### src/dri_regs.vh
// constants for the DDR3 device-side reset and initialization tracker
// Notes on behaviour
// RESET# low means reset active; high is inactive and stays high in normal use.
// Controller holds RESET# low at least 200 us after power is stable; the tracker checks only DRI_CYC_RST cycles (100 ns).
// Controller drives CKE low at least 10 ns before releasing RESET#.
// Warm reset holds RESET# at least 100 ns, then repeats init steps 2 to 11.
// After RESET# release, 500 us internal init, clock-independent, before CKE rises.
// Clock runs stable for the longer of 10 ns or 5 clocks before CKE rises.
// A NOP or Deselect is registered on the edge before CKE first rises.
// Once registered high after reset, CKE stays high until initialization completes.
// Device keeps termination off during reset and until CKE is registered high; only odt_term_en is gated, tdqs_term_en ignores reset and CKE.
// ODT held static from CKE rise to init end; low if nominal termination enabled.
// First mode-register load waits tXPR, the larger of tXS and 5 clocks, after CKE.
// First load targets MR2 (BA=010), next MR3 (BA=011).
// Third load targets MR1 (BA=001) with DLL enabled, A0 low.
// Fourth load targets MR0 (BA=000) with DLL reset, A8 high.
// ZQ long calibration follows, then both DLL lock and calibration times elapse.
// On x8, MR1 A11 set gives strobe termination; clear gives data mask.
// On x16, the controller keeps MR1 A11 at 0.
// Strobe is differential only; device drives it edge-aligned with read data.
// On x16, lower strobe pair times lower byte, upper pair times upper byte.
// Address and command inputs are sampled on the rising clock edge.
// MRS spacing at least tMRD; other non-NOP commands wait tMOD after MRS; the tracker checks tMOD only for the ZQ long calibration command.
// Controller implements each timed wait as a cycle counter rounded up.
`ifndef DRI_REGS_VH
`define DRI_REGS_VH

`define DRI_CLK_PERIOD_NS 10
`define DRI_T_RST_MIN_NS 100
`define DRI_T_CKE_LOW_NS 10
`define DRI_T_INIT_US 500
`define DRI_XPR_MIN_TCK 5
`define DRI_CYC_RST ((`DRI_T_RST_MIN_NS + `DRI_CLK_PERIOD_NS - 1) / `DRI_CLK_PERIOD_NS)
`define DRI_CYC_CKE_LOW ((`DRI_T_CKE_LOW_NS + `DRI_CLK_PERIOD_NS - 1) / `DRI_CLK_PERIOD_NS)
`define DRI_CYC_INIT ((`DRI_T_INIT_US * 1000 + `DRI_CLK_PERIOD_NS - 1) / `DRI_CLK_PERIOD_NS)

`define DRI_OFF_CTRL 8'h00
`define DRI_OFF_STATUS 8'h04
`define DRI_OFF_ERR 8'h08
`define DRI_OFF_MR_BASE 4'h1
`define DRI_CTRL_RST 1'b0

`define DRI_CMD_DES 3'h0
`define DRI_CMD_NOP 3'h1
`define DRI_CMD_MRS 3'h2
`define DRI_CMD_ZQL 3'h3
`define DRI_CMD_OTHER 3'h4

`define DRI_BA_MR0 3'h0
`define DRI_BA_MR1 3'h1
`define DRI_BA_MR2 3'h2
`define DRI_BA_MR3 3'h3

`define DRI_MR1_DLL_DIS 0
`define DRI_MR1_TDQS 11
`define DRI_MR0_DLL_RST 8

`define DRI_ERR_W 12
`define DRI_ERR_SHORT_RST 0
`define DRI_ERR_CKE_NOT_LOW 1
`define DRI_ERR_EARLY_CKE 2
`define DRI_ERR_NO_NOP 3
`define DRI_ERR_CKE_DROP 4
`define DRI_ERR_ODT 5
`define DRI_ERR_TXPR 6
`define DRI_ERR_ORDER 7
`define DRI_ERR_TMRD 8
`define DRI_ERR_TMOD 9
`define DRI_ERR_X16_TDQS 10
`define DRI_ERR_DLL 11

`endif

### src/dri_cmd_dec.v
// registers the memory pins and decodes the command on each rising edge
`timescale 1ns/1ps
`include "dri_regs.vh"
module dri_cmd_dec (
  input wire sys_clk,
  input wire nrst,
  input wire mem_reset_n,
  input wire mem_cke,
  input wire mem_odt,
  input wire mem_cs_n,
  input wire mem_ras_n,
  input wire mem_cas_n,
  input wire mem_we_n,
  input wire [2:0] mem_ba,
  input wire [13:0] mem_addr,
  output reg rst_n_q,
  output reg cke_q,
  output reg odt_q,
  output reg [2:0] cmd_q,
  output reg [2:0] ba_q,
  output reg [13:0] addr_q
);

  function [2:0] f_cmd;
    input cs_n;
    input [2:0] rcw;
    input a10;
    begin
      if (cs_n)
        f_cmd = `DRI_CMD_DES;
      else if (rcw == 3'h7)
        f_cmd = `DRI_CMD_NOP;
      else if (rcw == 3'h0)
        f_cmd = `DRI_CMD_MRS;
      else if (rcw == 3'h6 && a10)
        f_cmd = `DRI_CMD_ZQL;
      else
        f_cmd = `DRI_CMD_OTHER;
    end
  endfunction

  // every pin is taken on the rising edge only
  always @(posedge sys_clk) begin
    if (!nrst) begin
      rst_n_q <= 1'b0;
      cke_q <= 1'b0;
      odt_q <= 1'b0;
      cmd_q <= `DRI_CMD_DES;
      ba_q <= 3'h0;
      addr_q <= 14'h0000;
    end else begin
      rst_n_q <= mem_reset_n;
      cke_q <= mem_cke;
      odt_q <= mem_odt;
      cmd_q <= f_cmd(mem_cs_n, {mem_ras_n, mem_cas_n, mem_we_n}, mem_addr[10]);
      ba_q <= mem_ba;
      addr_q <= mem_addr;
    end
  end

endmodule // dri_cmd_dec

### src/dri_top.v
// device-side DDR3 reset and initialization tracker with APB status registers
`timescale 1ns/1ps
`include "dri_regs.vh"
module dri_top #(
  parameter INIT_CYC = `DRI_CYC_INIT,
  parameter TXS_CYC = 16,
  parameter MRD_CYC = 4,
  parameter MOD_CYC = 12,
  parameter DLLK_CYC = 512,
  parameter ZQINIT_CYC = 512
) (
  input wire sys_clk,
  input wire nrst,
  input wire psel,
  input wire penable,
  input wire pwrite,
  input wire [7:0] paddr,
  input wire [31:0] pwdata,
  output reg [31:0] prdata,
  output wire pready,
  output wire pslverr,
  input wire mem_reset_n,
  input wire mem_cke,
  input wire mem_odt,
  input wire mem_cs_n,
  input wire mem_ras_n,
  input wire mem_cas_n,
  input wire mem_we_n,
  input wire [2:0] mem_ba,
  input wire [13:0] mem_addr,
  input wire rd_active,
  input wire rd_strobe,
  output reg dqsl_o,
  output reg dqsl_n_o,
  output reg dqsl_oe,
  output reg dqsu_o,
  output reg dqsu_n_o,
  output reg dqsu_oe,
  output reg odt_term_en,
  output reg tdqs_term_en,
  output reg dm_en,
  output reg init_done
);

  localparam [2:0] ST_RESET = 3'h0;
  localparam [2:0] ST_INTINIT = 3'h1;
  localparam [2:0] ST_WAIT_CKE = 3'h2;
  localparam [2:0] ST_MRS = 3'h3;
  localparam [2:0] ST_ZQ = 3'h4;
  localparam [2:0] ST_CAL = 3'h5;
  localparam [2:0] ST_READY = 3'h6;
  localparam XPR_CYC = (TXS_CYC > `DRI_XPR_MIN_TCK) ? TXS_CYC : `DRI_XPR_MIN_TCK;
  localparam CAL_CYC = (DLLK_CYC > ZQINIT_CYC) ? DLLK_CYC : ZQINIT_CYC;

  wire rst_r;
  wire cke_r;
  wire odt_r;
  wire [2:0] cmd_r;
  wire [2:0] ba_r;
  wire [13:0] addr_r;

  reg [2:0] state_q, state_d;
  reg [15:0] cnt_q, cnt_d;
  reg [1:0] step_q, step_d;
  reg [7:0] rst_len_q, rst_len_d;
  reg [7:0] cke_low_q;
  reg [7:0] mrs_gap_q;
  reg [2:0] last_cmd_q;
  reg cke_seen_q, cke_seen_d;
  reg odt_lock_q, odt_lock_d;
  reg [`DRI_ERR_W-1:0] err_q, err_set;
  reg mr_we;
  reg [13:0] mr_q [0:3];
  reg x16_q;
  wire rtt_nom_on;
  wire wr_acc;
  wire mapped;
  integer i;

  dri_cmd_dec u_dec (
    .sys_clk(sys_clk),
    .nrst(nrst),
    .mem_reset_n(mem_reset_n),
    .mem_cke(mem_cke),
    .mem_odt(mem_odt),
    .mem_cs_n(mem_cs_n),
    .mem_ras_n(mem_ras_n),
    .mem_cas_n(mem_cas_n),
    .mem_we_n(mem_we_n),
    .mem_ba(mem_ba),
    .mem_addr(mem_addr),
    .rst_n_q(rst_r),
    .cke_q(cke_r),
    .odt_q(odt_r),
    .cmd_q(cmd_r),
    .ba_q(ba_r),
    .addr_q(addr_r)
  );

  function [7:0] f_sat8;
    input [7:0] v;
    begin
      f_sat8 = (v == 8'hFF) ? v : v + 8'h01;
    end
  endfunction

  // mode register expected at each step of the load sequence
  function [2:0] f_exp_ba;
    input [1:0] step;
    begin
      case (step)
        2'h0: f_exp_ba = `DRI_BA_MR2;
        2'h1: f_exp_ba = `DRI_BA_MR3;
        2'h2: f_exp_ba = `DRI_BA_MR1;
        default: f_exp_ba = `DRI_BA_MR0;
      endcase
    end
  endfunction

  assign rtt_nom_on = mr_q[1][9] | mr_q[1][6] | mr_q[1][2];

  always @* begin
    state_d = state_q;
    cnt_d = cnt_q;
    step_d = step_q;
    rst_len_d = rst_len_q;
    cke_seen_d = cke_seen_q;
    odt_lock_d = odt_lock_q;
    err_set = {`DRI_ERR_W{1'b0}};
    mr_we = 1'b0;
    if (!rst_r) begin
      // pin low is reset whatever the sequence had reached
      state_d = ST_RESET;
      cnt_d = 16'h0000;
      step_d = 2'h0;
      cke_seen_d = 1'b0;
      rst_len_d = f_sat8(rst_len_q);
    end else begin
      if (cmd_r == `DRI_CMD_MRS && state_q != ST_RESET) begin
        mr_we = 1'b1;
        if (mrs_gap_q < MRD_CYC)
          err_set[`DRI_ERR_TMRD] = 1'b1;
      end
      if (state_q == ST_MRS || state_q == ST_ZQ || state_q == ST_CAL) begin
        if (!cke_r)
          err_set[`DRI_ERR_CKE_DROP] = 1'b1;
        if (odt_r != odt_lock_q)
          err_set[`DRI_ERR_ODT] = 1'b1;
      end
      case (state_q)
        ST_RESET: begin
          // no advance until the pin has been seen low since power-on
          if (rst_len_q != 8'h00) begin
            if (rst_len_q < `DRI_CYC_RST)
              err_set[`DRI_ERR_SHORT_RST] = 1'b1;
            if (cke_r || cke_low_q < `DRI_CYC_CKE_LOW)
              err_set[`DRI_ERR_CKE_NOT_LOW] = 1'b1;
            state_d = ST_INTINIT;
            cnt_d = 16'h0000;
            rst_len_d = 8'h00;
          end
        end
        ST_INTINIT: begin
          // internal init runs on our own clock, not on the link clock
          cnt_d = cnt_q + 16'h0001;
          if (cke_r)
            err_set[`DRI_ERR_EARLY_CKE] = 1'b1;
          if (cnt_q >= INIT_CYC - 1)
            state_d = ST_WAIT_CKE;
        end
        ST_WAIT_CKE: begin
          if (cke_r) begin
            if (last_cmd_q != `DRI_CMD_NOP && last_cmd_q != `DRI_CMD_DES)
              err_set[`DRI_ERR_NO_NOP] = 1'b1;
            state_d = ST_MRS;
            cnt_d = 16'h0000;
            step_d = 2'h0;
            cke_seen_d = 1'b1;
            odt_lock_d = odt_r;
          end
        end
        ST_MRS: begin
          if (cnt_q != 16'hFFFF)
            cnt_d = cnt_q + 16'h0001;
          if (cmd_r == `DRI_CMD_MRS) begin
            if (cnt_q < XPR_CYC - 1)
              err_set[`DRI_ERR_TXPR] = 1'b1;
            if (ba_r != f_exp_ba(step_q)) begin
              err_set[`DRI_ERR_ORDER] = 1'b1;
            end else begin
              if (step_q == 2'h2) begin
                if (addr_r[`DRI_MR1_DLL_DIS])
                  err_set[`DRI_ERR_DLL] = 1'b1;
                if (x16_q && addr_r[`DRI_MR1_TDQS])
                  err_set[`DRI_ERR_X16_TDQS] = 1'b1;
                if ((addr_r[9] | addr_r[6] | addr_r[2]) && odt_lock_q)
                  err_set[`DRI_ERR_ODT] = 1'b1;
              end
              if (step_q == 2'h3) begin
                if (!addr_r[`DRI_MR0_DLL_RST])
                  err_set[`DRI_ERR_DLL] = 1'b1;
                state_d = ST_ZQ;
              end
              step_d = step_q + 2'h1;
            end
          end else if (cmd_r == `DRI_CMD_ZQL || cmd_r == `DRI_CMD_OTHER) begin
            err_set[`DRI_ERR_ORDER] = 1'b1;
          end
        end
        ST_ZQ: begin
          if (cmd_r == `DRI_CMD_ZQL) begin
            if (mrs_gap_q < MOD_CYC)
              err_set[`DRI_ERR_TMOD] = 1'b1;
            state_d = ST_CAL;
            cnt_d = 16'h0000;
          end else if (cmd_r == `DRI_CMD_OTHER) begin
            err_set[`DRI_ERR_ORDER] = 1'b1;
          end
        end
        ST_CAL: begin
          // one wait covers both DLL lock and initial calibration
          cnt_d = cnt_q + 16'h0001;
          if (cmd_r != `DRI_CMD_NOP && cmd_r != `DRI_CMD_DES)
            err_set[`DRI_ERR_ORDER] = 1'b1;
          if (cnt_q >= CAL_CYC - 1)
            state_d = ST_READY;
        end
        ST_READY: begin
          state_d = ST_READY;
        end
        default: begin
          state_d = ST_RESET;
        end
      endcase
    end
  end

  always @(posedge sys_clk) begin
    if (!nrst) begin
      state_q <= ST_RESET;
      cnt_q <= 16'h0000;
      step_q <= 2'h0;
      rst_len_q <= 8'h00;
      cke_low_q <= 8'h00;
      mrs_gap_q <= 8'hFF;
      last_cmd_q <= `DRI_CMD_DES;
      cke_seen_q <= 1'b0;
      odt_lock_q <= 1'b0;
      for (i = 0; i < 4; i = i + 1)
        mr_q[i] <= 14'h0000;
    end else begin
      state_q <= state_d;
      cnt_q <= cnt_d;
      step_q <= step_d;
      rst_len_q <= rst_len_d;
      cke_low_q <= cke_r ? 8'h00 : f_sat8(cke_low_q);
      mrs_gap_q <= mr_we ? 8'h01 : f_sat8(mrs_gap_q);
      last_cmd_q <= cmd_r;
      cke_seen_q <= cke_seen_d;
      odt_lock_q <= odt_lock_d;
      if (mr_we && ba_r[2] == 1'b0)
        mr_q[ba_r[1:0]] <= addr_r;
    end
  end

  // ODT termination stays off through reset and until CKE is registered high; TDQS termination follows only x16_q and MR1 A11
  always @(posedge sys_clk) begin
    if (!nrst) begin
      odt_term_en <= 1'b0;
      tdqs_term_en <= 1'b0;
      dm_en <= 1'b1;
      init_done <= 1'b0;
      dqsl_o <= 1'b0;
      dqsl_n_o <= 1'b1;
      dqsl_oe <= 1'b0;
      dqsu_o <= 1'b0;
      dqsu_n_o <= 1'b1;
      dqsu_oe <= 1'b0;
    end else begin
      odt_term_en <= rst_r & cke_seen_q & odt_r & rtt_nom_on;
      tdqs_term_en <= ~x16_q & mr_q[1][`DRI_MR1_TDQS];
      dm_en <= ~(~x16_q & mr_q[1][`DRI_MR1_TDQS]);
      init_done <= (state_q == ST_READY);
      // strobe leaves on the same edge as read data, so it is edge-aligned
      dqsl_o <= rd_strobe;
      dqsl_n_o <= ~rd_strobe;
      dqsl_oe <= rd_active & rst_r;
      // upper pair exists only on the wide part and times the upper byte
      dqsu_o <= rd_strobe;
      dqsu_n_o <= ~rd_strobe;
      dqsu_oe <= rd_active & rst_r & x16_q;
    end
  end

  assign wr_acc = psel & penable & pwrite;
  assign mapped = (paddr == `DRI_OFF_CTRL) || (paddr == `DRI_OFF_STATUS) ||
                  (paddr == `DRI_OFF_ERR) || (paddr[7:4] == `DRI_OFF_MR_BASE &&
                  paddr[1:0] == 2'h0);
  assign pready = 1'b1;
  assign pslverr = psel & penable & ~mapped;

  always @(posedge sys_clk) begin
    if (!nrst) begin
      x16_q <= `DRI_CTRL_RST;
      err_q <= {`DRI_ERR_W{1'b0}};
    end else begin
      if (wr_acc && paddr == `DRI_OFF_CTRL)
        x16_q <= pwdata[0];
      // a new error in the clearing cycle survives the clear
      if (wr_acc && paddr == `DRI_OFF_ERR)
        err_q <= (err_q & ~pwdata[`DRI_ERR_W-1:0]) | err_set;
      else
        err_q <= err_q | err_set;
    end
  end

  // read data is taken in the setup cycle so it comes from a flip-flop
  always @(posedge sys_clk) begin
    if (!nrst) begin
      prdata <= 32'h00000000;
    end else if (psel && !penable) begin
      prdata <= 32'h00000000;
      if (paddr == `DRI_OFF_CTRL)
        prdata <= {31'h00000000, x16_q};
      else if (paddr == `DRI_OFF_STATUS)
        prdata <= {24'h000000, step_q, odt_lock_q, cke_seen_q, init_done, state_q};
      else if (paddr == `DRI_OFF_ERR)
        prdata <= {20'h00000, err_q};
      else if (paddr[7:4] == `DRI_OFF_MR_BASE && paddr[1:0] == 2'h0)
        prdata <= {18'h00000, mr_q[paddr[3:2]]};
    end
  end

endmodule // dri_top

### config.mk
export PLATFORM = sky130hd
export DESIGN_NAME = dri_top
export DESIGN_NICKNAME = d
export VERILOG_FILES = /design/src/dri_cmd_dec.v /design/src/dri_top.v
export VERILOG_INCLUDE_DIRS = /design/src
export SDC_FILE = /design/constraint.sdc
export NUM_CORES = 1
export LEC_CHECK = 0
export BUFFER_PORTS_ARGS = -buffer_cell sky130_fd_sc_hd__buf_2
export CAP_MARGIN = 20
export CORE_ASPECT_RATIO = 1.2
export CORE_MARGIN = 2
export CORE_UTILIZATION = 52
export CTS_BUF_LIST = sky130_fd_sc_hd__clkbuf_8 sky130_fd_sc_hd__clkbuf_16
export CTS_CLUSTER_SIZE = 16
export DETAILED_ROUTE_END_ITERATION = 12
export PLACE_DENSITY = 0.74
export SYNTH_ARGS = -nofsm -noshare
export SYNTH_HDL_FRONTEND = slang
export SYNTH_SLANG_ARGS = --single-unit
### constraint.sdc
create_clock -name sys_clk -period 4.5 [get_ports sys_clk]
set_input_delay 0.225 -clock sys_clk [delete_from_list [all_inputs] [get_ports sys_clk]]
set_output_delay 0.225 -clock sys_clk [all_outputs]
set_load 0.01 [all_outputs]
; After elaboration in Yosys (flattened, before gate mapping)
; Memory sizes are Yosys's and may differ from the RTL's.
; Cells that the tools add are included.
[totals]
input_bits = 71
n_memories = 1
wordCells = 231
register_bits = 126
ram_bits = 56
[mem_list]
columns = name, words, word_bits, rd, rd_ports_with_merged_regs, wr, line_no
row1 = mr_q, 4, 14, 2, 0, 4, dri_top.v:73  ; reg [13:0] mr_q [0:3];
[op_classes]
n_lt_le_gt_ge = 7
n_mux = 84
n_reduce_logical = 44
addsub = 5
eq_ne = 38
n_bitwise = 23
[ops]
columns = cell, count
row1 = one-hot mux 16 bit (5 select lines), 1
row2 = 2-to-1 mux 14 bit, 5
row3 = 2-to-1 mux 16 bit, 4
row4 = 2-to-1 mux 8 bit, 6
row5 = 2-to-1 mux 1 bit, 36
row6 = 2-to-1 mux 3 bit, 12
row7 = 2-to-1 mux 2 bit, 14
row8 = "adder 8 x 1 -> 8 bit, second input constant", 3
row9 = "== test 8 bit, second input constant", 3
row10 = 2-to-1 mux 12 bit, 2
row11 = bitwise OR 12 bit, 2
row12 = one-hot mux 3 bit (7 select lines), 1
row13 = "== test 3 bit, second input constant", 6
row14 = "adder 16 x 1 -> 16 bit, second input constant", 1
row15 = ">= comparator 16 bit, second input constant", 1
row16 = ">= comparator 16 x 9 -> 1 bit, second input constant", 1
row17 = "< comparator 16 x 4 -> 1 bit, second input constant", 1
row18 = "< comparator 8 x 4 -> 1 bit, second input constant", 2
row19 = "inequality test 16 bit, second input constant", 1
row20 = "inequality test 2 bit, second input constant", 7
row21 = OR reduction 14 bit, 1
row22 = AND 12 bit, 1
row23 = "== test 3 x 2 -> 1 bit, second input constant", 4
row24 = "inequality test 2 x 1 -> 1 bit, second input constant", 6
row25 = 37 further kinds, 80

; Depth between registers and ports, before layout
; Gate-level depths: netlist of the first run.
[depth]
depth_word = 12
ltp_mapped = 8

; Cells and area by module
; Synthesis of the first run repeated with hierarchy kept, for this count alone.
[unflattened]
cells_unflattened = 735
hier_area_um2 = 7587.3
[by_module_without_submodules]
columns = mod, instances, cells_per_inst, area_per_inst_um2, seq_area_each_um2
row1 = dri_top, 1, 682, 6932.9, 3363.2
row2 = dri_cmd_dec, 1, 53, 654.4, 460.4

; Least setup slack after synthesis of the first run
; Ideal clock, no wire load.
[synth_path]
path_type = register to register
startpoint = register u_dec.cmd_q[1]
endpoint = memory mr_q[2][0] (enable)
t_arrival_ns = 2.023
setup_slack_ns = 2.070
setup_ns = 0.407
n_path_buf = 0
required_time_ns = 4.093
path_stages_with_launch = 4
path_cell_list = dfxtp_1 nor3b_2 nand3_2 o31ai_1
[synth_lines]
columns = element, line_no
row1 = from (decl), dri_cmd_dec.v:19  ; output reg [2:0] cmd_q,
row2 = from (signal assigned), dri_cmd_dec.v:48  ; cmd_q <= `DRI_CMD_DES;
row3 = from (signal assigned), dri_cmd_dec.v:55  ; cmd_q <= f_cmd(mem_cs_n, {mem_ras_n, mem_cas_n, mem_we_n}, mem_addr[10]);
row4 = to (decl), dri_top.v:73

==> impl_summary.log, run 1 <==
INFO  metric critPathTopFamily = simple AND/OR/NAND/NOR gates
INFO  metric grt_max_degree = 54
INFO  metric cts.htree.levels = 4
INFO  metric synth_cell_area = 7690 sq um
INFO  metric via_per_inst = 5.93
INFO  metric critical_path.startpoint = state_q[1]
INFO  metric rr_startpoint = state_q[1]
INFO  metric initial_core_util = 0.534
INFO  metric groute.usage.overall = 0.240
INFO  metric drt_first_pass_iters = 5
INFO  metric final_setup_fails = 0
INFO  metric final_min_period_over_clock_period = 0.618
INFO  metric synth-warning-count = 0
INFO  metric crit_chain = or3_1 > nand3_2 > nor3_2 > buf_4 > and3b_1 > nand2b_1 > buf_4
INFO  metric route.detailed.wl_per_inst = 18.1 um
INFO  metric post-route-drc-count = 0
INFO  metric post_cts_buffers = 0
INFO  metric cts_hold_fix_bufs = 13
INFO  metric slew-limit-headroom = 0.252
INFO  metric leakagePower = 3.33 nW
INFO  metric final-hold-violation-count = 0
INFO  metric cts_tree = done
INFO  metric timing.setup.tns = 0 ps
INFO  metric hold_path.startpoint = mem_ba[0]
INFO  metric worstHoldPathCells = 2
INFO  metric critical-path-top-cell-by-count = buf_4
INFO  metric cap_viol_max_count = 0
INFO  metric synth.top_cells.by_area = dfxtp_1 (28%), edfxtp_1 (22%), and2_1 (6.7%), mux4_2 (4.1%), nand3_1 (2.9%)
INFO  metric end_kind = flop
INFO  metric die_x = 115 um
INFO  metric synth_cells = 755
INFO  metric synthDominantCellAreaShare = 0.278
INFO  metric cp.buffers_inverters = 2
INFO  metric run_status = finished, final reports clean
INFO  metric synth_top_cells_by_count = dfxtp_1 (107), and2_1 (82), edfxtp_1 (56), nand2_1 (46)
INFO  metric average_cell_area_after_synthesis = 10.2 sq um
INFO  metric synth_edf_count = 56
INFO  metric routabilityCongestion = 0.851
INFO  metric detailedPlacementHpwl = 12700 um
INFO  metric report.final.slew_viol_count = 0
INFO  metric post-route-min-period = 2780 ps
INFO  metric hold_path.class = in2reg
INFO  metric sum_of_overflow_across_all_layers_after_global_routing = 0
INFO  metric top_level_ports = 115
INFO  metric r2r_cells = 7
INFO  metric ctsLongestPathBuffers = 2
INFO  metric max_freq = 0.360 GHz
INFO  metric setup_repair_after_global_routing_missed_its_margin = false
INFO  metric final_nets = 910
INFO  metric most_instantiated_library_cell_after_synthesis = dfxtp_1
INFO  metric cts.repair.resized = 0
INFO  metric routed-via-count = 6023
INFO  metric grt_pass1_wl = 29000 um
INFO  metric synth_async_sr_flop_share = 0
INFO  metric synth_cell_types = 69
INFO  metric core_area = 14400 sq um
INFO  metric crit_path_max_fanout = 15
INFO  metric cts_made_buffers = 17
INFO  metric worst-endpoint-arrival = 2890 ps
INFO  metric placementRows = 48
INFO  metric tightestPinTransition = 1120 ps
INFO  metric layout-area-overhead-vs-synth = 14.7%
INFO  metric post_placement_setup_slack = 1770 ps
INFO  metric io_buffers = 75
INFO  metric die_area = 15800 sq um
INFO  metric final_cells = 1016
INFO  metric layout-drive-gt1-share = 0.182
INFO  metric clk_transition_reported_paths = 60 ps
INFO  metric number_of_global_route_vias_before_repair = 5762
INFO  metric numPlacedInstances = 971
INFO  metric yosys_register_bits = 163
INFO  metric p_per_area = 385 nW/um^2
INFO  metric worst_setup_path_start_kind = flop
INFO  metric synth_sequential_area_ratio = 0.497
INFO  metric timing.critical_path.slowest_cell_delay = 570 ps
INFO  metric critical_setup_path_class = reg2reg
INFO  metric routed_wirelength = 18400 um
INFO  metric antenna_cells = 0
INFO  metric initialDrtViolationCount = 512
INFO  metric worst_path_max_delay_cell = dfxtp_1
INFO  metric nFillCells = 1224
INFO  metric final_core_util = 0.612
INFO  metric clock_insertion_delay_worst_skew = 430 ps
INFO  metric yosys.area.top_type = dfxtp_1
INFO  metric die_h = 137 um
INFO  metric number_of_nets_still_failing_antenna_checks_after_routing = 0
INFO  metric power.ir.vdd_worst = 290 uV
INFO  metric cts_num_sinks = 163
INFO  metric worst_setup_skew_after_layout = 9.98 ps
INFO  metric root_buffer = clkbuf_16
INFO  metric ys.flop_type = dfxtp_1
INFO  metric data_required_time_of_the_critical_path = 4610 ps
INFO  metric fin_ws = 1720 ps
INFO  metric number_of_antenna_violations_at_the_first_check_in_global_routing = 0
INFO  metric critical_path_cell_count = 7
through the flow:
step / total power (W) / instance area, sq um / hold slack [ps]
final: 0.00340 / 8830 / 7.98
after global placement: 0.00199 / 8120 / 407
after detailed placement: 0.00201 / 8120 / 421
after floorplan: 0.00192 / 7760 / 302
after global routing: 0.00352 / 8830 / 1.87
after CTS: 0.00341 / 8830 / 1.16
layout by cell type, fill, tap and decap left out, types with 17 or more instances in the layout:
cell,netlist,layout
and2_1,82,82
buf_2,7,75
clkbuf_16,0,17
conb_1,2,19
dfxtp_1,107,107
edfxtp_1,56,56
inv_1,16,17
nand2_1,46,46
nand3_1,45,45
nor2_1,45,45
nor3_1,28,28
o21ai_0,24,24
power by group:
| part | internal, W | switching [W] |
|---|---|---|
| Combinational | 0.000155 | 0.000197 |
| Clock | 0.000778 | 0.000628 |
| Sequential | 0.00158 | 0.0000574 |
registers in the layout, indices dropped and copies added (netlist names), 2 cells and up:
name,cells
mr_q,56
cnt_q,16
prdata,14
u_dec.addr_q,14
err_q,12
cke_low_q,8
mrs_gap_q,8
rst_len_q,8
state_q,3
u_dec.ba_q,3
u_dec.cmd_q,3
last_cmd_q,2
step_q,2
layout make-up:
class / instances / area (sq um) / area share
Multi-Input combinational cell: 532 / 3570 / 0.404
Sequential cell: 163 / 3820 / 0.433
Clock inverter: 15 / 151 / 0.0172
Tap cell: 175 / 219 / 0.0248
Inverter: 16 / 60.1 / 0.00680
Clock buffer: 17 / 425 / 0.0482
Timing Repair Buffer: 98 / 581 / 0.0658
per-layer routing:
metal  global-route usage  vias to the layer above  part of all wire
li1                     -                     2863                 -
met4                0.112                        0             0.038
met1                0.278                     2894              0.40
met2                0.426                      208              0.51
met3               0.0466                       58             0.051
met5                    0                        -                 0
worst paths after layout:
kind              endpoint  slack [ps]
max             mr_q[1][8]        1720
min          u_dec.ba_q[0]           8
max reg2reg     mr_q[1][8]        1720
min reg2reg     prdata[12]         470
kinds of logic (layout without fill, tap and decap cells):
kind of cell	count (synthesis)	after routing	synth area share
muxes	22	22	0.0514
and+or+nand+nor	335	335	0.247
DFF	163	163	0.497
xor gates and xnor gates	14	14	0.0159
buffers and inverters	77	146	0.0502
other	2	19	0.000976
AOI/OAI and AO/OA	131	131	0.119
adders and majority gates	11	11	0.0179
Power figures use the tool's default switching activity.
==> run 2, diff against run 1 <==
ABC_AREA = 1   (was unset)
clock period = 2.9 ns   (was 4.5 ns; I/O delays follow)
==> run 2 against run 1 <==
Against the previous run:
- register-to-register slack got worse by 1200 ps
- hold slack better by 15 ps
- combinational power up 75%
- first-iteration DRC count is 0.78% higher
- final cell count grew 31%
- synthesized cell count up 35%
- cell area is 4.0% higher
- maximum frequency increased by 15%
- sequential share of layout area shrank 1.7 points
- clock skew decreased by 1.9 ps
- largest cell class unchanged
==> impl_summary.log, run 2 <==
INFO  metric run_status = finished, final reports clean (unchanged)
INFO  metric cellInternalPower = 0.00414 W (was 0.00252 W)
INFO  metric final_nets = 1199 (was 910)
INFO  metric final_setup_fails = 0 (unchanged)
INFO  metric most-common-layout-cells = nand2_1 (273), nor2_1 (125), inv_1 (119) (was dfxtp_1 (107), and2_1 (82), buf_2 (75))
INFO  metric antenna_cells = 0 (unchanged)
INFO  metric cap_viol_max_count = 0 (unchanged)
INFO  metric layout-area-overhead-vs-synth = 17.0% (was 14.7%)
INFO  metric top_level_ports = 115 (unchanged)
INFO  metric die_x = 116 um (was 115 um)
INFO  metric cts.htree.levels = 4 (unchanged)
INFO  metric timing.setup.tns = 0 ps (unchanged)
INFO  metric worst_path_max_delay_cell = nand2_1 (was dfxtp_1)
INFO  metric report.final.slew_viol_count = 0 (unchanged)
INFO  metric ctsLongestPathBuffers = 2 (unchanged)
INFO  metric cts_made_buffers = 17 (unchanged)
INFO  metric synthDominantCellAreaShare = 0.273 (was 0.278)
INFO  metric io_buffers = 75 (unchanged)
INFO  metric synth_cells = 1022 (was 755)
INFO  metric nFillCells = 1349 (was 1224)
INFO  metric number_of_global_route_vias_before_repair = 6138 (was 5762)
INFO  metric register_share_of_total_power = 0.460 (was 0.483)
INFO  metric layout-drive-gt1-share = 0.131 (was 0.182)
INFO  metric critical-path-top-cell-by-count = nand2_4 (was buf_4)
INFO  metric number_of_antenna_violations_at_the_first_check_in_global_routing = 0 (unchanged)
INFO  metric ys.flop_type = dfxtp_1 (unchanged)
INFO  metric cts_hold_fix_bufs = 23 (was 13)
INFO  metric end_kind = flop (unchanged)
INFO  metric crit_path_max_fanout = 30 (was 15)
INFO  metric synth_cell_area = 7850 sq um (was 7690 sq um)
INFO  metric synth_edf_count = 56 (unchanged)
INFO  metric routed_wirelength = 17900 um (was 18400 um)
INFO  metric route.detailed.wl_per_inst = 13.4 um (was 18.1 um)
INFO  metric die_area = 16100 sq um (was 15800 sq um)
INFO  metric synth_sequential_area_ratio = 0.487 (was 0.497)
INFO  metric groute.usage.overall = 0.234 (was 0.240)
INFO  metric max_freq = 0.414 GHz (was 0.360 GHz)
INFO  metric power.ir.vdd_worst = 382 uV (was 290 uV)
INFO  metric placementRows = 49 (was 48)
INFO  metric worst_setup_skew_after_layout = 8.04 ps (was 9.98 ps)
INFO  metric drt_first_pass_iters = 5 (unchanged)
INFO  metric number_of_nets_still_failing_antenna_checks_after_routing = 0 (unchanged)
INFO  metric cts_num_sinks = 163 (unchanged)
INFO  metric post_cts_buffers = 0 (unchanged)
INFO  metric detailedPlacementHpwl = 12800 um (was 12700 um)
INFO  metric final_min_period_over_clock_period = 0.833 (was 0.618)
INFO  metric area.sequential = 3820 sq um (unchanged)
INFO  metric crit_chain = inv_2 > nor3_4 > inv_2 > nor2_4 > nand2_4 > nor2_4 > nand2_4 > nor2_8 > nand2_4 > nand2_1 (was or3_1 > nand3_2 > nor3_2 > buf_4 > and3b_1 > nand2b_1 > buf_4)
INFO  metric via_per_inst = 5.05 (was 5.93)
INFO  metric final_common_cell = nand2_1 (was dfxtp_1)
INFO  metric sw_frac_of_total = 0.248 (was 0.260)
INFO  metric grt_max_degree = 31 (was 54)
INFO  metric clk_transition_reported_paths = 60 ps (about the same)
INFO  metric routed-via-count = 6739 (was 6023)
INFO  metric core_area = 14900 sq um (was 14400 sq um)
INFO  metric worst-endpoint-arrival = 2480 ps (was 2890 ps)
INFO  metric slew-limit-headroom = 0.428 (was 0.252)
INFO  metric p_per_area = 600 nW/um^2 (was 385 nW/um^2)
INFO  metric initial_core_util = 0.527 (was 0.534)
INFO  metric data_required_time_of_the_critical_path = 2960 ps (was 4610 ps)
INFO  metric most_instantiated_library_cell_after_synthesis = nand2_1 (was dfxtp_1)
INFO  metric synth_async_sr_flop_share = 0 (unchanged)
INFO  metric initialDrtViolationCount = 516 (was 512)
INFO  metric hold_path.class = in2reg (unchanged)
INFO  metric largest_reg_flops = 56 (unchanged)
INFO  metric synth-warning-count = 0 (unchanged)
INFO  metric grt_pass1_wl = 29400 um (was 29000 um)
INFO  metric clock_insertion_delay_worst_skew = 430 ps (about the same)
INFO  metric root_buffer = clkbuf_16 (unchanged)
INFO  metric final-hold-violation-count = 0 (unchanged)
INFO  metric r2r_setup_slack = 480 ps (was 1720 ps)
INFO  metric average_cell_area_after_synthesis = 7.68 sq um (was 10.2 sq um)
INFO  metric synth_top_cells_by_count = nand2_1 (273), nor2_1 (125), inv_1 (118), dfxtp_1 (107), nand3_1 (70) (was dfxtp_1 (107), and2_1 (82), edfxtp_1 (56), nand2_1 (46))
INFO  metric post-route-min-period = 2420 ps (was 2780 ps)
INFO  metric regMostFlops = mr_q (unchanged)
INFO  metric critical_setup_path_class = reg2reg (unchanged)
INFO  metric synth_cell_types = 46 (was 69)
INFO  metric total_switching_power = 0.00137 W (was 0.000883 W)
INFO  metric tightestPinTransition = 855 ps (was 1120 ps)
INFO  metric worst_hold_slack = 23.2 ps (was 7.98 ps)
INFO  metric yosys_register_bits = 163 (unchanged)
INFO  metric leakagePower = 4.01 nW (was 3.33 nW)
INFO  metric sum_of_overflow_across_all_layers_after_global_routing = 0 (unchanged)
INFO  metric area_of_combinational_cells_with_multiple_inputs = 3310 sq um (was 3570 sq um)
INFO  metric largestRegisters = mr_q: 56 flops, cnt_q: 16 flops (unchanged)
INFO  metric worst_setup_path_start_kind = flop (unchanged)
INFO  metric cts_tree = done (unchanged)
INFO  metric fraction_of_power_consumed_by_combinational_cells = 0.112 (was 0.104)
INFO  metric yosys.area.top_type = dfxtp_1 (unchanged)
INFO  metric timing.critical_path.slowest_cell_delay = 470 ps (was 570 ps)
INFO  metric cts.repair.resized = 0 (unchanged)
INFO  metric die_h = 139 um (was 137 um)
INFO  metric share_clk_of_total_power = 0.428 (was 0.414)
INFO  metric setup_repair_after_global_routing_missed_its_margin = false (unchanged)
INFO  metric routabilityCongestion = 0.945 (was 0.851)
INFO  metric synth.top_cells.by_area = dfxtp_1 (27%), edfxtp_1 (21%), nand2_1 (13%), nor2_1 (6.0%), inv_1 (5.6%) (was dfxtp_1 (28%), edfxtp_1 (22%), and2_1 (6.7%), mux4_2 (4.1%), nand3_1 (2.9%))
INFO  metric post-route-drc-count = 0 (unchanged)
-- run 2: cell types whose count changed in the layout (fill, tap and decap cells not counted), sizes merged, moves of 12 or more --
cell | previous run | this run
mux4 | 14 | 0
nand3 | 46 | 72
nand2 | 46 | 277
inv | 23 | 128
a21oi | 13 | 58
and2 | 82 | 0
nor2 | 46 | 134
nand4 | 8 | 20
-- run 2: worst paths after layout --
check / start / endpoint / depth (start not counted)
setup / recovery: u_dec.cmd_q[1] / mr_q[0][3] / 10
setup reg to reg: u_dec.cmd_q[1] / mr_q[0][3] / 10
hold / removal: mem_we_n / u_dec.cmd_q[0] / 4
hold reg to reg: prdata[12] / prdata[12] / 2
-- run 2: logic make-up after synthesis --
kind of cell | Yosys count | share of synthesized area
flops | 163 | 0.487
simple gates | 551 | 0.305
compound gates | 111 | 0.0807
xor+xnor | 8 | 0.00893
other cells | 2 | 0.000957
fa+ha+maj | 11 | 0.0175
buf+inv | 176 | 0.0993
-- run 2: area by class of cell --
class	instances	area share
sequential	163	0.416
multi-input combinational	700	0.360
timing repair buffer	111	0.0766
inverter	124	0.0507
clock buffer	18	0.0478
tap	204	0.0278
clock inverter	14	0.0202
-- run 2: worst max-delay path, delay by kind of cell (launching register included) --
kind / cells / cell delay [ps]
buffers and inverters: 2 / 120
DFF: 1 / 400
and+or+nand+nor: 8 / 1520
-- run 2: through the flow --
stage / util / power, W / setup WS, ps / instances / area (sq um)
3_3_place_gp: 0.559 / 0.00316 / 505 / 1279 / 8330
3_5_place_dp: 0.559 / 0.00317 / 480 / 1279 / 8330
4_1_cts: 0.616 / 0.00554 / 461 / 1334 / 9180
2_1_floorplan: - / 0.00302 / 251 / 1039 / 7910
5_1_grt: 0.616 / 0.00575 / 236 / 1334 / 9180
6_report: 0.616 / 0.00551 / 483 / 1334 / 9180
-- run 2: per-layer routing --
layer	track usage	routed length, um	up-vias
met5	0	0	-
met4	0.105	519	0
met3	0.0389	931	40
met2	0.361	8130	212
met1	0.322	8320	3018
li1	-	-	3469
-- run 2: power by group through the flow --
stage / Clock, W / Sequential (W) / Combinational (W)
after floorplan: 0 / 0.00256 / 0.000458
after global placement: 0 / 0.00258 / 0.000578
after detailed placement: 0 / 0.00258 / 0.000592
after CTS: 0.00239 / 0.00253 / 0.000618
after global routing: 0.00248 / 0.00255 / 0.000715
final: 0.00236 / 0.00254 / 0.000617
==> run 3, diff against run 2 <==
clock period = 2.5 ns   (was 2.9 ns; I/O delays follow)
==> run 3 against run 2 <==
Against the previous run:
- final cell count is 0.82% higher
- global-route usage is 1.0 points higher
- critical path depth is 1 higher
- hold slack worse by 17 ps
- maximum frequency is 16% higher
- core utilization is 0.72 points higher
- total power is 18% higher
- critical endpoint is now mr_q[1][5]
==> impl_summary.log, run 3 (synthesis gave the netlist of run 2 again) <==
INFO  metric run_status = finished, final reports clean (unchanged)
INFO  metric core_area = 14900 sq um (unchanged)
INFO  metric routed_wirelength = 18800 um (was 17900 um)
INFO  metric final_core_util = 0.623 (was 0.616)
INFO  metric post-route-min-period = 2080 ps (was 2420 ps)
INFO  metric largestRegisters = mr_q: 56 flops, cnt_q: 16 flops (unchanged)
INFO  metric cp.buffers_inverters = 3 (was 2)
INFO  metric critical_setup_path_class = reg2reg (unchanged)
INFO  metric detailedPlacementHpwl = 13200 um (was 12800 um)
INFO  metric worst-endpoint-arrival = 2200 ps (was 2480 ps)
INFO  metric numPlacedInstances = 1286 (was 1279)
INFO  metric die_x = 116 um (unchanged)
INFO  metric final_nets = 1210 (was 1199)
INFO  metric worst_setup_path_start_kind = flop (unchanged)
INFO  metric final_common_cell = nand2_1 (unchanged)
INFO  metric grt_max_degree = 29 (was 31)
INFO  metric root_buffer = clkbuf_16 (unchanged)
INFO  metric rr_startpoint = u_dec.cmd_q[1] (unchanged)
INFO  metric cap_viol_max_count = 0 (unchanged)
INFO  metric r2r_cells = 11 (was 10)
INFO  metric top_level_ports = 115 (unchanged)
INFO  metric cts_made_buffers = 17 (unchanged)
INFO  metric grt_pass1_wl = 30700 um (was 29400 um)
INFO  metric end_kind = flop (unchanged)
INFO  metric worst_path_max_delay_cell = dfxtp_1 (was nand2_1)
INFO  metric p_per_area = 700 nW/um^2 (was 600 nW/um^2)
INFO  metric layout-area-overhead-vs-synth = 18.3% (was 17.0%)
INFO  metric initialDrtViolationCount = 543 (was 516)
INFO  metric cts.htree.levels = 4 (unchanged)
INFO  metric sum_of_overflow_across_all_layers_after_global_routing = 0 (unchanged)
INFO  metric report.final.slew_viol_count = 0 (unchanged)
INFO  metric routabilityCongestion = 0.934 (was 0.945)
INFO  metric critPathTopFamily = simple AND/OR/NAND/NOR gates (unchanged)
INFO  metric post-route-drc-count = 0 (unchanged)
INFO  metric die_area = 16100 sq um (unchanged)
INFO  metric number_of_antenna_violations_at_the_first_check_in_global_routing = 0 (unchanged)
INFO  metric max_freq = 0.481 GHz (was 0.414 GHz)
INFO  metric clk_transition_reported_paths = 70 ps (was 60 ps)
INFO  metric share_clk_of_total_power = 0.435 (was 0.428)
INFO  metric route.detailed.wl_per_inst = 14.0 um (was 13.4 um)
INFO  metric r2r_setup_slack = 420 ps (was 480 ps)
INFO  metric crit_chain = inv_2 > nor3_4 > inv_2 > nor2_4 > nand2_4 > nor2_4 > nand2_4 > nor2_8 > nand2_4 > nand2_1 > buf_4 (was inv_2 > nor3_4 > inv_2 > nor2_4 > nand2_4 > nor2_4 > nand2_4 > nor2_8 > nand2_4 > nand2_1)
INFO  metric hold-path-endpoint = err_q[7] (was u_dec.cmd_q[0])
INFO  metric slew-limit-headroom = 0.615 (was 0.428)
INFO  metric number_of_global_route_vias_before_repair = 6354 (was 6138)
INFO  metric most-common-layout-cells = nand2_1 (273), nor2_1 (125), inv_1 (120) (was nand2_1 (273), nor2_1 (125), inv_1 (119))
INFO  metric number_of_nets_still_failing_antenna_checks_after_routing = 0 (unchanged)
INFO  metric placementRows = 49 (unchanged)
INFO  metric hold_path.class = in2reg (unchanged)
INFO  metric timing.critical_path.slowest_cell_delay = 410 ps (was 470 ps)
INFO  metric antenna_cells = 0 (unchanged)
INFO  metric final_cells = 1345 (was 1334)
INFO  metric worstHoldPathCells = 4 (unchanged)
INFO  metric initial_core_util = 0.527 (unchanged)
INFO  metric post_cts_buffers = 0 (unchanged)
INFO  metric final_min_period_over_clock_period = 0.831 (was 0.833)
INFO  metric critical-path-top-cell-by-count = nand2_4 (unchanged)
INFO  metric ctsLongestPathBuffers = 2 (unchanged)
INFO  metric critical_path.reg2reg.endpoint = mr_q[1][5] (was mr_q[0][3])
INFO  metric data_required_time_of_the_critical_path = 2620 ps (was 2960 ps)
INFO  metric worst_hold_slack = 5.71 ps (was 23.2 ps)
INFO  metric area.sequential = 3820 sq um (unchanged)
INFO  metric setup_repair_after_global_routing_missed_its_margin = false (unchanged)
INFO  metric clock_insertion_delay_worst_skew = 440 ps (was 430 ps)
INFO  metric worst_setup_skew_after_layout = 12.9 ps (was 8.04 ps)
INFO  metric tightestPinTransition = 577 ps (was 855 ps)
INFO  metric fraction_of_power_consumed_by_combinational_cells = 0.113 (was 0.112)
INFO  metric crit_path_max_fanout = 15 (was 30)
INFO  metric drt_first_pass_iters = 5 (unchanged)
INFO  metric timing.setup.tns = 0 ps (unchanged)
INFO  metric die_h = 139 um (unchanged)
INFO  metric cts_num_sinks = 163 (unchanged)
INFO  metric power.ir.vdd_worst = 504 uV (was 382 uV)
INFO  metric io_buffers = 75 (unchanged)
INFO  metric layout-drive-gt1-share = 0.133 (was 0.131)
INFO  metric groute.usage.overall = 0.244 (was 0.234)
INFO  metric leakagePower = 4.07 nW (was 4.01 nW)
INFO  metric cts_tree = done (unchanged)
INFO  metric area_of_combinational_cells_with_multiple_inputs = 3310 sq um (unchanged)
INFO  metric regMostFlops = mr_q (unchanged)
INFO  metric total_switching_power = 0.00161 W (was 0.00137 W)
INFO  metric register_share_of_total_power = 0.453 (was 0.460)
INFO  metric largest_reg_flops = 56 (unchanged)
INFO  metric sw_frac_of_total = 0.248 (about the same)
INFO  metric via_per_inst = 5.08 (was 5.05)
INFO  metric nFillCells = 1372 (was 1349)
INFO  metric cellInternalPower = 0.00489 W (was 0.00414 W)
INFO  metric final_setup_fails = 0 (unchanged)
INFO  metric routed-via-count = 6827 (was 6739)
INFO  metric hold_path.startpoint = pwdata[7] (was mem_we_n)
INFO  metric final-hold-violation-count = 0 (unchanged)
[run 3: changes by cell type in the layout (fill, tap and decap cells not counted)]
cell	previous run	this run
inv_6	2	1
clkinv_2	4	1
dlygate4sd3_1	23	27
clkinv_1	0	2
clkinv_4	2	4
clkbuf_8	1	0
bufinv_16	4	5
inv_4	1	0
buf_4	13	20
inv_1	119	120
[run 3: layer usage]
layer	vias up	track usage	wire (um)
met5	-	0	0
met4	0	0.0865	446
met3	34	0.0546	1230
met2	242	0.393	8900
li1	3483	-	-
met1	3068	0.322	8250
[run 3: cell type report]
| class | count | share of cell area |
|---|---|---|
| Sequential cell | 163 | 0.412 |
| Multi-Input combinational cell | 700 | 0.356 |
| Timing Repair Buffer | 122 | 0.0857 |
| Inverter | 124 | 0.0501 |
| Clock buffer | 17 | 0.0458 |
| Tap cell | 204 | 0.0275 |
| Clock inverter | 15 | 0.0230 |
[run 3: power by group through the flow]
stage                     Clock (W)  Combinational, W  Sequential, W
after floorplan                   0          0.000531        0.00297
after global placement            0          0.000687        0.00299
after detailed placement          0          0.000695        0.00300
after CTS                   0.00285          0.000732        0.00294
after global routing        0.00296          0.000838        0.00296
final                       0.00282          0.000732        0.00294
[run 3: worst reg2reg max path, stage by stage, from the launching register on]
cell	delay [ps]
dfxtp_1	410
inv_2	60
nor3_4	160
inv_2	60
nor2_4	110
nand2_4	110
nor2_4	130
nand2_4	80
nor2_8	130
nand2_4	140
nand2_1	110
buf_4	240
[run 3: how the worst max path moves through the flow]
stage,from,to,cells past startpoint
after floorplan,u_dec.rst_n_q,mr_q[2][0],8
after global placement,u_dec.cmd_q[1],mr_q[0][13],11
after detailed placement,u_dec.cmd_q[1],mr_q[1][12],11
after CTS,u_dec.cmd_q[1],mr_q[1][10],11
after global routing,u_dec.cmd_q[1],mr_q[1][1],11
final,u_dec.cmd_q[1],mr_q[1][5],11
[run 3: metrics by stage]
step,cell area [sq um],power (W),setup WS [ps]
floorplan,7910,0.00351,234
global placement,8380,0.00368,498
detailed placement,8380,0.00369,442
CTS,9290,0.00652,401
global route,9290,0.00675,244
finish,9290,0.00650,422
[run 3: repair_timing]
| item | 4_1_cts | 5_1_grt |
|---|---|---|
| setup endpoints to repair | 0 | 0 |
| hold buffers | 27 | 0 |
| gates resized for setup | 0 | 0 |
| hold endpoints to repair | 28 | 0 |
